$ cat src/design/agp_cfg_pkg.sv
// constants for the bridge function configuration bank
// assumes one system clock and dword configuration accesses with byte enables
package agp_cfg_pkg;

    // ------------------------------------------------------------------
    // access port widths
    // ------------------------------------------------------------------
    localparam int CFG_AW = 8;
    localparam int CFG_DW = 32;
    localparam int CFG_BW = 4;

    // ------------------------------------------------------------------
    // byte offsets in configuration space
    // ------------------------------------------------------------------
    localparam logic [7:0] OFF_VENDOR_ID = 8'h00;
    localparam logic [7:0] OFF_DEVICE_ID = 8'h02;
    localparam logic [7:0] OFF_BRIDGE_CMD = 8'h04;
    localparam logic [7:0] OFF_BRIDGE_STS = 8'h06;
    localparam logic [7:0] OFF_REVISION = 8'h08;
    localparam logic [7:0] OFF_SUB_CLASS = 8'h0a;
    localparam logic [7:0] OFF_BASE_CLASS = 8'h0b;
    localparam logic [7:0] OFF_MASTER_LAT = 8'h0d;
    localparam logic [7:0] OFF_HEADER_TYPE = 8'h0e;
    localparam logic [7:0] OFF_PRIMARY_BUS = 8'h18;
    localparam logic [7:0] OFF_SECONDARY_BUS = 8'h19;
    localparam logic [7:0] OFF_SUBORD_BUS = 8'h1a;
    localparam logic [7:0] OFF_SECONDARY_LAT = 8'h1b;
    localparam logic [7:0] OFF_IO_BASE = 8'h1c;
    localparam logic [7:0] OFF_IO_LIMIT = 8'h1d;
    localparam logic [7:0] OFF_SECONDARY_STS = 8'h1e;
    localparam logic [7:0] OFF_MEM_BASE = 8'h20;
    localparam logic [7:0] OFF_MEM_LIMIT = 8'h22;
    localparam logic [7:0] OFF_PREF_BASE = 8'h24;
    localparam logic [7:0] OFF_PREF_LIMIT = 8'h26;
    localparam logic [7:0] OFF_BRIDGE_CTRL = 8'h3e;
    localparam logic [7:0] OFF_ERROR_CMD = 8'h40;

    // ------------------------------------------------------------------
    // values after reset and fixed read values
    // ------------------------------------------------------------------
    localparam logic [15:0] RST_BRIDGE_CMD = 16'h0000;
    localparam logic [15:0] RST_BRIDGE_STS = 16'h0020;
    localparam logic [7:0] RST_SUB_CLASS = 8'h04;
    localparam logic [7:0] RST_BASE_CLASS = 8'h06;
    localparam logic [7:0] RST_HEADER_TYPE = 8'h01;
    localparam logic [7:0] RST_PRIMARY_BUS = 8'h00;
    localparam logic [7:0] RST_BYTE_ZERO = 8'h00;
    localparam logic [7:0] RST_IO_BASE = 8'hf0;
    localparam logic [7:0] RST_IO_LIMIT = 8'h00;
    localparam logic [15:0] RST_SECONDARY_STS = 16'h02a0;
    localparam logic [15:0] RST_WIN_BASE = 16'hfff0;
    localparam logic [15:0] RST_WIN_LIMIT = 16'h0000;
    localparam logic [31:0] RD_HIDDEN = 32'hffff_ffff;
    localparam logic [31:0] RD_RESERVED = 32'h0000_0000;

    // ------------------------------------------------------------------
    // field positions
    // ------------------------------------------------------------------
    localparam int CMD_IO_EN_BIT = 0;
    localparam int CMD_MEM_EN_BIT = 1;
    localparam int CMD_BME_BIT = 2;
    localparam int CMD_SERRE_BIT = 8;
    localparam int CMD_FAST_BTB_BIT = 9;
    localparam logic [15:0] CMD_WR_MASK = 16'h0107;
    localparam int CTRL_PARITY_SERR_BIT = 2;
    localparam int ERRCMD_TA_SERR_BIT = 0;
    // sticky status bits: 0 received target abort, 1 signaled system
    // error, 2 detected parity error
    localparam int STS_NUM = 3;
    localparam int STS_TA = 0;
    localparam int STS_SERR = 1;
    localparam int STS_PERR = 2;
    localparam int STS_POS_TA = 12;
    localparam int STS_POS_SERR = 14;
    localparam int STS_POS_PERR = 15;

endpackage : agp_cfg_pkg

$ cat src/design/hub_serr_msg.sv
// hub interface system-error message launcher
// assumes the hub side holds ready on the same clock
`timescale 1ns/1ps
module hub_serr_msg (
    input wire logic mclk,
    input wire logic rst_b,
    input wire logic ce,
    input wire logic enable,
    input wire logic req,
    input wire logic ready,
    output logic valid
);
    import agp_cfg_pkg::*;

    logic fire;

    // requests during a pending message merge into it: one message
    // already tells the hub that a system error occurred
    assign fire = req && enable;

    // ------------------------------------------------------------------
    // message request held until the hub takes it
    // ------------------------------------------------------------------
    always_ff @(posedge mclk or negedge rst_b) begin
        if (!rst_b) begin
            valid <= 1'b0;
        end else if (ce) begin
            if (valid && ready) begin
                valid <= fire;
            end else if (fire) begin
                valid <= 1'b1;
            end
        end
    end

    property p_msg_hold;
        @(posedge mclk) disable iff (!rst_b)
        valid && !(ready && ce) |=> valid;
    endproperty
    a_msg_hold: assert property (p_msg_hold)
        else $error("system error message dropped before hub took it");

endmodule : hub_serr_msg

$ cat src/design/agp_bridge_config_space.sv
// configuration register bank of the bridge function
// assumes single-cycle dword configuration requests with byte enables,
// error event pulses from logic on mclk and an asynchronous mode strap
`timescale 1ns/1ps

// Summary of operation
// - space visible only while in graphics port mode
// - identifier registers are 16-bit read-only constants
// - command bit 9 always reads zero
// - command bit 8 globally enables error messages
// - errors reported by hub message, no pin
// - message only for individually enabled error conditions
// - global enable clear blocks bridge error messages
// - error status recorded in bridge status register
// - command register resets to zero, mixed access
// - message mechanism enabled by either global enable
module agp_bridge_config_space #(
    // identity codes: arbitrary neutral values
    parameter logic [15:0] VENDOR_CODE = 16'h1a2b,
    parameter logic [15:0] DEVICE_CODE = 16'h3c4d,
    parameter logic [7:0] REVISION_CODE = 8'h01
) (
    input wire logic mclk,
    input wire logic rst_b,
    input wire logic ce,
    input wire logic agp_mode_pin,
    input wire logic cfg_req,
    input wire logic cfg_we,
    input wire logic [agp_cfg_pkg::CFG_AW-1:0] cfg_addr,
    input wire logic [agp_cfg_pkg::CFG_BW-1:0] cfg_be,
    input wire logic [agp_cfg_pkg::CFG_DW-1:0] cfg_wdata,
    input wire logic err_parity,
    input wire logic err_target_abort,
    input wire logic main_serr_en,
    input wire logic main_serr_req,
    input wire logic serr_msg_ready,
    output logic cfg_ack,
    output logic cfg_claim,
    output logic [agp_cfg_pkg::CFG_DW-1:0] cfg_rdata,
    output logic serr_msg_valid,
    output logic io_access_en,
    output logic mem_access_en,
    output logic bus_master_en
);
    import agp_cfg_pkg::*;

    // ------------------------------------------------------------------
    // state
    // ------------------------------------------------------------------
    logic mode_meta_reg;
    logic mode_sync_reg;
    logic serre_reg;
    logic [7:0] master_lat_reg;
    logic [7:0] secondary_bus_reg;
    logic [7:0] subord_bus_reg;
    logic [7:0] secondary_lat_reg;
    logic [7:0] io_base_reg;
    logic [7:0] io_limit_reg;
    logic [15:0] mem_base_reg;
    logic [15:0] mem_limit_reg;
    logic [15:0] pref_base_reg;
    logic [15:0] pref_limit_reg;
    logic [7:0] bridge_control_reg;
    logic [7:0] error_command_reg;
    logic [STS_NUM-1:0] sts_reg;
    logic [STS_NUM-1:0] sts_set;
    logic [STS_NUM-1:0] sts_clr;
    logic [15:0] cmd_value;
    logic [15:0] sts_value;
    logic [31:0] rd_word;
    logic access;
    logic dev1_err_hit;
    logic mech_en;
    logic msg_req;

    // a hidden function must not take writes, or a stale window could
    // come back to life when the port mode changes
    assign access = cfg_req && mode_sync_reg;

    function automatic logic lane_wr(input logic [7:0] off);
        lane_wr = access && cfg_we && (cfg_addr[7:2] == off[7:2])
            && cfg_be[off[1:0]];
    endfunction : lane_wr

    function automatic logic [7:0] wbyte(input logic [7:0] off);
        wbyte = cfg_wdata[8*off[1:0] +: 8];
    endfunction : wbyte

    // ------------------------------------------------------------------
    // mode strap synchroniser
    // ------------------------------------------------------------------
    always_ff @(posedge mclk or negedge rst_b) begin
        if (!rst_b) begin
            mode_meta_reg <= 1'b0;
            mode_sync_reg <= 1'b0;
        end else if (ce) begin
            mode_meta_reg <= agp_mode_pin;
            mode_sync_reg <= mode_meta_reg;
        end
    end

    // ------------------------------------------------------------------
    // bridge command register
    // ------------------------------------------------------------------
    always_ff @(posedge mclk or negedge rst_b) begin
        if (!rst_b) begin
            io_access_en <= RST_BRIDGE_CMD[CMD_IO_EN_BIT];
            mem_access_en <= RST_BRIDGE_CMD[CMD_MEM_EN_BIT];
            bus_master_en <= RST_BRIDGE_CMD[CMD_BME_BIT];
            serre_reg <= RST_BRIDGE_CMD[CMD_SERRE_BIT];
        end else if (ce) begin
            if (lane_wr(OFF_BRIDGE_CMD)) begin
                io_access_en <= cfg_wdata[CMD_IO_EN_BIT];
                mem_access_en <= cfg_wdata[CMD_MEM_EN_BIT];
                bus_master_en <= cfg_wdata[CMD_BME_BIT];
            end
            if (lane_wr(OFF_BRIDGE_CMD + 8'h01)) begin
                serre_reg <= cfg_wdata[CMD_SERRE_BIT];
            end
        end
    end

    // only the writable bits are stored; the rest read as zero, fast
    // back-to-back included
    always_comb begin
        cmd_value = RST_BRIDGE_CMD;
        cmd_value[CMD_IO_EN_BIT] = io_access_en;
        cmd_value[CMD_MEM_EN_BIT] = mem_access_en;
        cmd_value[CMD_BME_BIT] = bus_master_en;
        cmd_value[CMD_SERRE_BIT] = serre_reg;
        cmd_value = cmd_value & CMD_WR_MASK;
    end

    // ------------------------------------------------------------------
    // plain read/write registers
    // ------------------------------------------------------------------
    always_ff @(posedge mclk or negedge rst_b) begin
        if (!rst_b) begin
            master_lat_reg <= RST_BYTE_ZERO;
            secondary_bus_reg <= RST_BYTE_ZERO;
            subord_bus_reg <= RST_BYTE_ZERO;
            secondary_lat_reg <= RST_BYTE_ZERO;
            io_base_reg <= RST_IO_BASE;
            io_limit_reg <= RST_IO_LIMIT;
            bridge_control_reg <= RST_BYTE_ZERO;
            error_command_reg <= RST_BYTE_ZERO;
        end else if (ce) begin
            if (lane_wr(OFF_MASTER_LAT)) begin
                master_lat_reg <= wbyte(OFF_MASTER_LAT);
            end
            if (lane_wr(OFF_SECONDARY_BUS)) begin
                secondary_bus_reg <= wbyte(OFF_SECONDARY_BUS);
            end
            if (lane_wr(OFF_SUBORD_BUS)) begin
                subord_bus_reg <= wbyte(OFF_SUBORD_BUS);
            end
            if (lane_wr(OFF_SECONDARY_LAT)) begin
                secondary_lat_reg <= wbyte(OFF_SECONDARY_LAT);
            end
            if (lane_wr(OFF_IO_BASE)) begin
                io_base_reg <= wbyte(OFF_IO_BASE);
            end
            if (lane_wr(OFF_IO_LIMIT)) begin
                io_limit_reg <= wbyte(OFF_IO_LIMIT);
            end
            if (lane_wr(OFF_BRIDGE_CTRL)) begin
                bridge_control_reg <= wbyte(OFF_BRIDGE_CTRL);
            end
            if (lane_wr(OFF_ERROR_CMD)) begin
                error_command_reg <= wbyte(OFF_ERROR_CMD);
            end
        end
    end

    // ------------------------------------------------------------------
    // address windows, written a byte at a time
    // ------------------------------------------------------------------
    always_ff @(posedge mclk or negedge rst_b) begin
        if (!rst_b) begin
            mem_base_reg <= RST_WIN_BASE;
            mem_limit_reg <= RST_WIN_LIMIT;
            pref_base_reg <= RST_WIN_BASE;
            pref_limit_reg <= RST_WIN_LIMIT;
        end else if (ce) begin
            if (lane_wr(OFF_MEM_BASE)) begin
                mem_base_reg[7:0] <= wbyte(OFF_MEM_BASE);
            end
            if (lane_wr(OFF_MEM_BASE + 8'h01)) begin
                mem_base_reg[15:8] <= wbyte(OFF_MEM_BASE + 8'h01);
            end
            if (lane_wr(OFF_MEM_LIMIT)) begin
                mem_limit_reg[7:0] <= wbyte(OFF_MEM_LIMIT);
            end
            if (lane_wr(OFF_MEM_LIMIT + 8'h01)) begin
                mem_limit_reg[15:8] <= wbyte(OFF_MEM_LIMIT + 8'h01);
            end
            if (lane_wr(OFF_PREF_BASE)) begin
                pref_base_reg[7:0] <= wbyte(OFF_PREF_BASE);
            end
            if (lane_wr(OFF_PREF_BASE + 8'h01)) begin
                pref_base_reg[15:8] <= wbyte(OFF_PREF_BASE + 8'h01);
            end
            if (lane_wr(OFF_PREF_LIMIT)) begin
                pref_limit_reg[7:0] <= wbyte(OFF_PREF_LIMIT);
            end
            if (lane_wr(OFF_PREF_LIMIT + 8'h01)) begin
                pref_limit_reg[15:8] <= wbyte(OFF_PREF_LIMIT + 8'h01);
            end
        end
    end

    // ------------------------------------------------------------------
    // error gating and status
    // ------------------------------------------------------------------
    assign dev1_err_hit = serre_reg && (
        (err_parity && bridge_control_reg[CTRL_PARITY_SERR_BIT]) ||
        (err_target_abort && error_command_reg[ERRCMD_TA_SERR_BIT]));
    assign mech_en = serre_reg || main_serr_en;
    assign msg_req = dev1_err_hit || main_serr_req;

    assign sts_set[STS_TA] = err_target_abort;
    assign sts_set[STS_SERR] = dev1_err_hit;
    assign sts_set[STS_PERR] = err_parity;
    assign sts_clr[STS_TA] = lane_wr(OFF_BRIDGE_STS + 8'h01)
        && cfg_wdata[16 + STS_POS_TA];
    assign sts_clr[STS_SERR] = lane_wr(OFF_BRIDGE_STS + 8'h01)
        && cfg_wdata[16 + STS_POS_SERR];
    assign sts_clr[STS_PERR] = lane_wr(OFF_BRIDGE_STS + 8'h01)
        && cfg_wdata[16 + STS_POS_PERR];

    // write one to clear; an event in the clearing cycle still sticks
    for (genvar i = 0; i < STS_NUM; i++) begin : g_sts
        always_ff @(posedge mclk or negedge rst_b) begin
            if (!rst_b) begin
                sts_reg[i] <= 1'b0;
            end else if (ce) begin
                if (sts_set[i]) begin
                    sts_reg[i] <= 1'b1;
                end else if (sts_clr[i]) begin
                    sts_reg[i] <= 1'b0;
                end
            end
        end
    end

    always_comb begin
        sts_value = RST_BRIDGE_STS;
        sts_value[STS_POS_TA] = sts_reg[STS_TA];
        sts_value[STS_POS_SERR] = sts_reg[STS_SERR];
        sts_value[STS_POS_PERR] = sts_reg[STS_PERR];
    end

    // there is no error pin: errors leave only as hub messages
    hub_serr_msg u_serr_msg (
        .mclk(mclk),
        .rst_b(rst_b),
        .ce(ce),
        .enable(mech_en),
        .req(msg_req),
        .ready(serr_msg_ready),
        .valid(serr_msg_valid)
    );

    // ------------------------------------------------------------------
    // read path
    // ------------------------------------------------------------------
    always_comb begin
        rd_word = RD_RESERVED;
        case (cfg_addr[7:2])
            OFF_VENDOR_ID[7:2]: rd_word = {DEVICE_CODE, VENDOR_CODE};
            OFF_BRIDGE_CMD[7:2]: rd_word = {sts_value, cmd_value};
            OFF_REVISION[7:2]: rd_word = {RST_BASE_CLASS, RST_SUB_CLASS,
                RST_BYTE_ZERO, REVISION_CODE};
            OFF_MASTER_LAT[7:2]: rd_word = {RST_BYTE_ZERO, RST_HEADER_TYPE,
                master_lat_reg, RST_BYTE_ZERO};
            OFF_PRIMARY_BUS[7:2]: rd_word = {secondary_lat_reg,
                subord_bus_reg, secondary_bus_reg, RST_PRIMARY_BUS};
            OFF_IO_BASE[7:2]: rd_word = {RST_SECONDARY_STS, io_limit_reg,
                io_base_reg};
            OFF_MEM_BASE[7:2]: rd_word = {mem_limit_reg, mem_base_reg};
            OFF_PREF_BASE[7:2]: rd_word = {pref_limit_reg, pref_base_reg};
            OFF_BRIDGE_CTRL[7:2]: rd_word = {RST_BYTE_ZERO,
                bridge_control_reg, RST_BYTE_ZERO, RST_BYTE_ZERO};
            OFF_ERROR_CMD[7:2]: rd_word = {RST_BYTE_ZERO, RST_BYTE_ZERO,
                RST_BYTE_ZERO, error_command_reg};
            default: rd_word = RD_RESERVED;
        endcase
    end

    // every request is answered one cycle later; a hidden function
    // answers unclaimed with all ones, as an empty slot would
    always_ff @(posedge mclk or negedge rst_b) begin
        if (!rst_b) begin
            cfg_ack <= 1'b0;
            cfg_claim <= 1'b0;
            cfg_rdata <= RD_RESERVED;
        end else if (ce) begin
            cfg_ack <= cfg_req;
            cfg_claim <= access;
            if (cfg_req) begin
                cfg_rdata <= mode_sync_reg ? rd_word : RD_HIDDEN;
            end
        end
    end

    // ------------------------------------------------------------------
    // checks
    // ------------------------------------------------------------------
    property p_hidden;
        @(posedge mclk) disable iff (!rst_b)
        cfg_req && ce && !mode_sync_reg |=>
            cfg_ack && !cfg_claim && (cfg_rdata == RD_HIDDEN);
    endproperty
    a_hidden: assert property (p_hidden)
        else $error("hidden function answered a request");

    property p_ident;
        @(posedge mclk) disable iff (!rst_b)
        access && ce && (cfg_addr[7:2] == OFF_VENDOR_ID[7:2]) |=>
            cfg_claim && (cfg_rdata == {DEVICE_CODE, VENDOR_CODE});
    endproperty
    a_ident: assert property (p_ident)
        else $error("identifier read returned a wrong value");

    property p_fast_btb_zero;
        @(posedge mclk) disable iff (!rst_b)
        access && ce && (cfg_addr[7:2] == OFF_BRIDGE_CMD[7:2]) |=>
            !cfg_rdata[CMD_FAST_BTB_BIT];
    endproperty
    a_fast_btb_zero: assert property (p_fast_btb_zero)
        else $error("fast back-to-back bit read as one");

    property p_serre_write;
        @(posedge mclk) disable iff (!rst_b)
        ce && lane_wr(OFF_BRIDGE_CMD + 8'h01) |=>
            serre_reg == $past(cfg_wdata[CMD_SERRE_BIT]);
    endproperty
    a_serre_write: assert property (p_serre_write)
        else $error("global error enable did not take the write");

    property p_msg_sent;
        @(posedge mclk) disable iff (!rst_b)
        ce && serre_reg && err_target_abort
            && error_command_reg[ERRCMD_TA_SERR_BIT] |=> serr_msg_valid;
    endproperty
    a_msg_sent: assert property (p_msg_sent)
        else $error("enabled error raised no hub message");

    property p_no_msg;
        @(posedge mclk) disable iff (!rst_b)
        !serre_reg && !main_serr_en && !serr_msg_valid |=> !serr_msg_valid;
    endproperty
    a_no_msg: assert property (p_no_msg)
        else $error("message sent with both global enables clear");

    property p_status;
        @(posedge mclk) disable iff (!rst_b)
        ce && dev1_err_hit |=> sts_reg[STS_SERR] ##1 1'b1;
    endproperty
    a_status: assert property (p_status)
        else $error("signaled system error status not recorded");

    property p_cmd_reset;
        @(posedge mclk) $rose(rst_b) |-> (cmd_value == RST_BRIDGE_CMD);
    endproperty
    a_cmd_reset: assert property (p_cmd_reset)
        else $error("command register not zero after reset");

    property p_mech_or;
        @(posedge mclk) disable iff (!rst_b)
        ce && main_serr_req && main_serr_en && !serre_reg |=>
            serr_msg_valid;
    endproperty
    a_mech_or: assert property (p_mech_or)
        else $error("main function enable did not open the mechanism");

    c_hidden_read: cover property (@(posedge mclk) disable iff (!rst_b)
        cfg_req && !mode_sync_reg);
    c_msg_taken: cover property (@(posedge mclk) disable iff (!rst_b)
        serr_msg_valid && serr_msg_ready);
    c_set_and_clear: cover property (@(posedge mclk) disable iff (!rst_b)
        sts_set[STS_SERR] && sts_clr[STS_SERR]);

endmodule : agp_bridge_config_space

$ cat config.mk
export PLATFORM = sky130hd
export DESIGN_NAME = agp_bridge_config_space
export DESIGN_NICKNAME = d
export VERILOG_FILES = /design/src/design/agp_cfg_pkg.sv /design/src/design/hub_serr_msg.sv /design/src/design/agp_bridge_config_space.sv
export SDC_FILE = /design/constraint.sdc
export NUM_CORES = 1
export LEC_CHECK = 0
export BUFFER_PORTS_ARGS = -buffer_cell sky130_fd_sc_hd__buf_2
export CAP_MARGIN = 20
export CORE_UTILIZATION = 50
export CTS_BUF_LIST = sky130_fd_sc_hd__clkbuf_4 sky130_fd_sc_hd__clkbuf_8 sky130_fd_sc_hd__clkbuf_16
export DETAILED_ROUTE_END_ITERATION = 8
export PLACE_DENSITY = 0.7
export SYNTH_ARGS = -nofsm -noshare
export SYNTH_HDL_FRONTEND = slang
export SYNTH_HIERARCHICAL = 1
export SYNTH_SLANG_ARGS = --single-unit
export TNS_END_PERCENT = 30
$ cat constraint.sdc
create_clock -name mclk -period 5.14 [get_ports mclk]
set_input_delay 1.285 -clock mclk [delete_from_list [all_inputs] [get_ports mclk]]
set_output_delay 1.285 -clock mclk [all_outputs]
set_load 0.01 [all_outputs]
==> metrics.txt <==
run status=finished clean; placed wire-length estimate after detailed placement=11.9 mm; switching portion of total power=0.231; I/O pin count=93; final layout net count=707; relative contribution of sequential cells to total power=0.462; Final Instance Area=8780 um^2; # setup viols final=0; combined area of all synthesized cells=7480 um^2; combinational power share=0.083; proportion of synthesized area in mux cells=0.227; Top FF cell, synth=dfrtp_1; kind of end point of the critical path=flop; synthesized-area fraction occupied by xor and xnor cells=0.00117; antenna violations before repair=2; overall routed net length=17.9 mm; area enclosed by the die boundary=15,500 um^2; flip-flop count of the largest register, all copies and words added=32; commonest non-fill, non-tap cell in the layout=dfrtp_1; average wire per standard cell=21.0 um; Total Routing Usage GR=0.244; Placement Rows=44; unrepaired setup endpoints after global routing=no; clock slew at reported path FFs=0.06 ns; Post-CTS Hold Fix Bufs=0; drt pass-1 iters=4; highest clock frequency the design can meet=298 MHz; post-place instance area=8100 um^2; maximum vdd ir drop=217 uV; CTS tree=built; share of final-layout standard cells stronger than drive strength 1=0.466; arithmetic-cell share of the synthesized area counting full adders, half adders and majority gates=0; routed vias=5,078; worst setup slack before clock tree synthesis=1.38 ns; global-route wire length before repair=29.0 mm; maximum number of pins on one net before global-route repair=104; switching power=731 uW; number of violations reported at the end of detailed-routing iteration 0=358; Starting Density=0.513; Die Ht=124 um; final count of pins violating max slew=0; async set-or-reset flop fraction in the synthesized netlist=1.00; remaining antenna violation count after routing=0; placeable core region=14,600 um^2; post-synthesis sequential element count=172; slew at the pin with the worst max-slew slack=1.10 ns; Crit Path Category=input port to flop; Clock Tree Buf Depth=2; final worst slack=1.78 ns; min Tclk post-route=3.36 ns; internal power=2.43 mW; Post-Syn Nets=618; vias in the first global route=5,341; area delta synth->final=17.4%; main combinational cell family by area after synthesis=multiplexers; sequential share of the synthesized area=0.580; Final Hold Fails=0; Post-Route Hold Slack=0.495 ns; instance count of the mapped netlist=563; CP Launch Type=input port; path category of the worst min-delay check=flop to flop; clock root buffer master=clkbuf_16; data required time at the worst endpoint=5.45 ns; number of levels the H-tree was split into=4; peak fanout along the critical path=17; Cell variety after synth=47; final worst clock skew=0.00766 ns; clock sink count=172; clock insertion delay at the later pin of the skew report=0.43 ns; grt ovf=0; number of post-CTS setup repair buffers=0; post-cts resize count=0; max capacitance violation total=0; number of remaining DRC errors=0; Synth Area in Simple Gates=0.0771; clock buffer count from CTS=17; share of the synthesized area in compound gates (AO/OA/AOI/OAI)=0.0963; leakage dissipation=4.16 nW; number of flops mapped to enable cells by yosys=0; Pwr Density=360 nW/um^2; Vias per Instance=5.97; DIE WIDTH=124 um; largest reg by FF count=cfg_rdata; Avg Synthesized Cell Area=13.3 um^2; arrival time worst endpoint=3.67 ns; Syn. warnings=6; Slew HR=0.263; IO Port Bufs=90; total negative slack=0 ns; most used cells in the layout excluding fill and tap cells=dfrtp_1 (144), mux2_2 (139), buf_2 (89); gpl congestion=0.813; Layout fillers=1,101; period utilisation layout=0.654; clock network fraction of design power=0.455
==> cells by family after synthesis <==
| family | Yosys count |
|---|---|
| DFF | 172 |
| muxes | 152 |
| and+or+nand+nor | 107 |
| AOI/OAI and AO/OA | 100 |
| buffers and inverters | 31 |
| xor gates and xnor gates | 1 |
==> stage by stage <==
step	power (mW)	utilization	std cells
after floorplan	1.60	-	563
after global routing	3.28	0.602	850
final	3.16	0.602	851
after global placement	1.74	0.555	817
after detailed placement	1.75	0.555	817
after CTS	3.19	0.602	849
==> worst paths after layout <==
kind,depth (start not counted),slack (ns),end,start
setup / recovery,6,1.78,mem_base_reg[1],cfg_addr[5]
hold / removal,1,0.50,pref_limit_reg[4],pref_limit_reg[4]
setup reg to reg,4,2.95,master_lat_reg[6],mode_sync_reg
hold reg to reg,1,0.50,pref_limit_reg[4],pref_limit_reg[4]
max in group asynchronous,2,3.08,mem_base_reg[10],rst_b
min in group asynchronous,1,0.95,cfg_rdata[24],rst_b
==> worst max-delay path, stage by stage <==
cell and delay [ns]:
buf_2 0.33, nor3b_2 0.64, and2_1 0.59, buf_4 0.31, nand2_2 0.19, mux2_2 0.33
==> power by group through the flow <==
stage / clock network (mW) / logic, mW / registers [mW]
CTS: 1.46 / 0.266 / 1.46
detailed placement: 0 / 0.264 / 1.49
global placement: 0 / 0.257 / 1.48
finish: 1.44 / 0.262 / 1.46
floorplan: 0 / 0.101 / 1.50
global route: 1.52 / 0.289 / 1.47
==> area by class of cell <==
type,count,area [um^2],share of cell area
Clock inverter,12,208,0.0236
Multi-Input combinational cell,360,3010,0.342
Inverter,3,11.3,0.00128
Timing Repair Buffer,98,517,0.0588
Sequential cell,172,4340,0.494
Tap cell,184,230,0.0262
Clock buffer,20,467,0.0531
Antenna cell,2,5.00,0.000570
==> cell usage after synthesis (2+ instances only) <==
library cell  instances  share of area
buf_2                10         0.0067
inv_1                 3         0.0015
mux2_1                4         0.0060
mux2_2              139           0.21
or3_1                 5         0.0042
a22o_1                7         0.0082
nor3_1                4         0.0027
nand2b_1              4         0.0033
nand2_1              26          0.013
and3_1                7         0.0059
buf_4                 2         0.0020
a2bb2oi_1             4         0.0047
o21ai_0               6         0.0040
nor4_4                2         0.0057
a21oi_1              24          0.016
a22oi_1              16          0.016
a31oi_1              11         0.0092
o22a_1                3         0.0035
nand2_2               7         0.0059
nor2_1               34          0.017
nand3_1               5         0.0033
dfstp_2              28          0.098
a32o_1                2         0.0027
a221o_1               2         0.0027
a222oi_1              2         0.0027
clkbuf_1             15         0.0075
mux2i_1               9          0.012
dfrtp_1             144           0.48
a221oi_1             18          0.021
and2_1                3         0.0025
==> layer usage <==
metal / vias to the layer above / routed length, um / track usage / part of all wire
li1: 2268 / - / - / -
met1: 2628 / 7850 / 0.322 / 0.44
met2: 146 / 8620 / 0.383 / 0.48
met3: 36 / 938 / 0.0606 / 0.052
met4: 0 / 480 / 0.106 / 0.027
met5: - / 0 / 0 / 0
Note: power is estimated with default switching activity, not from simulation.
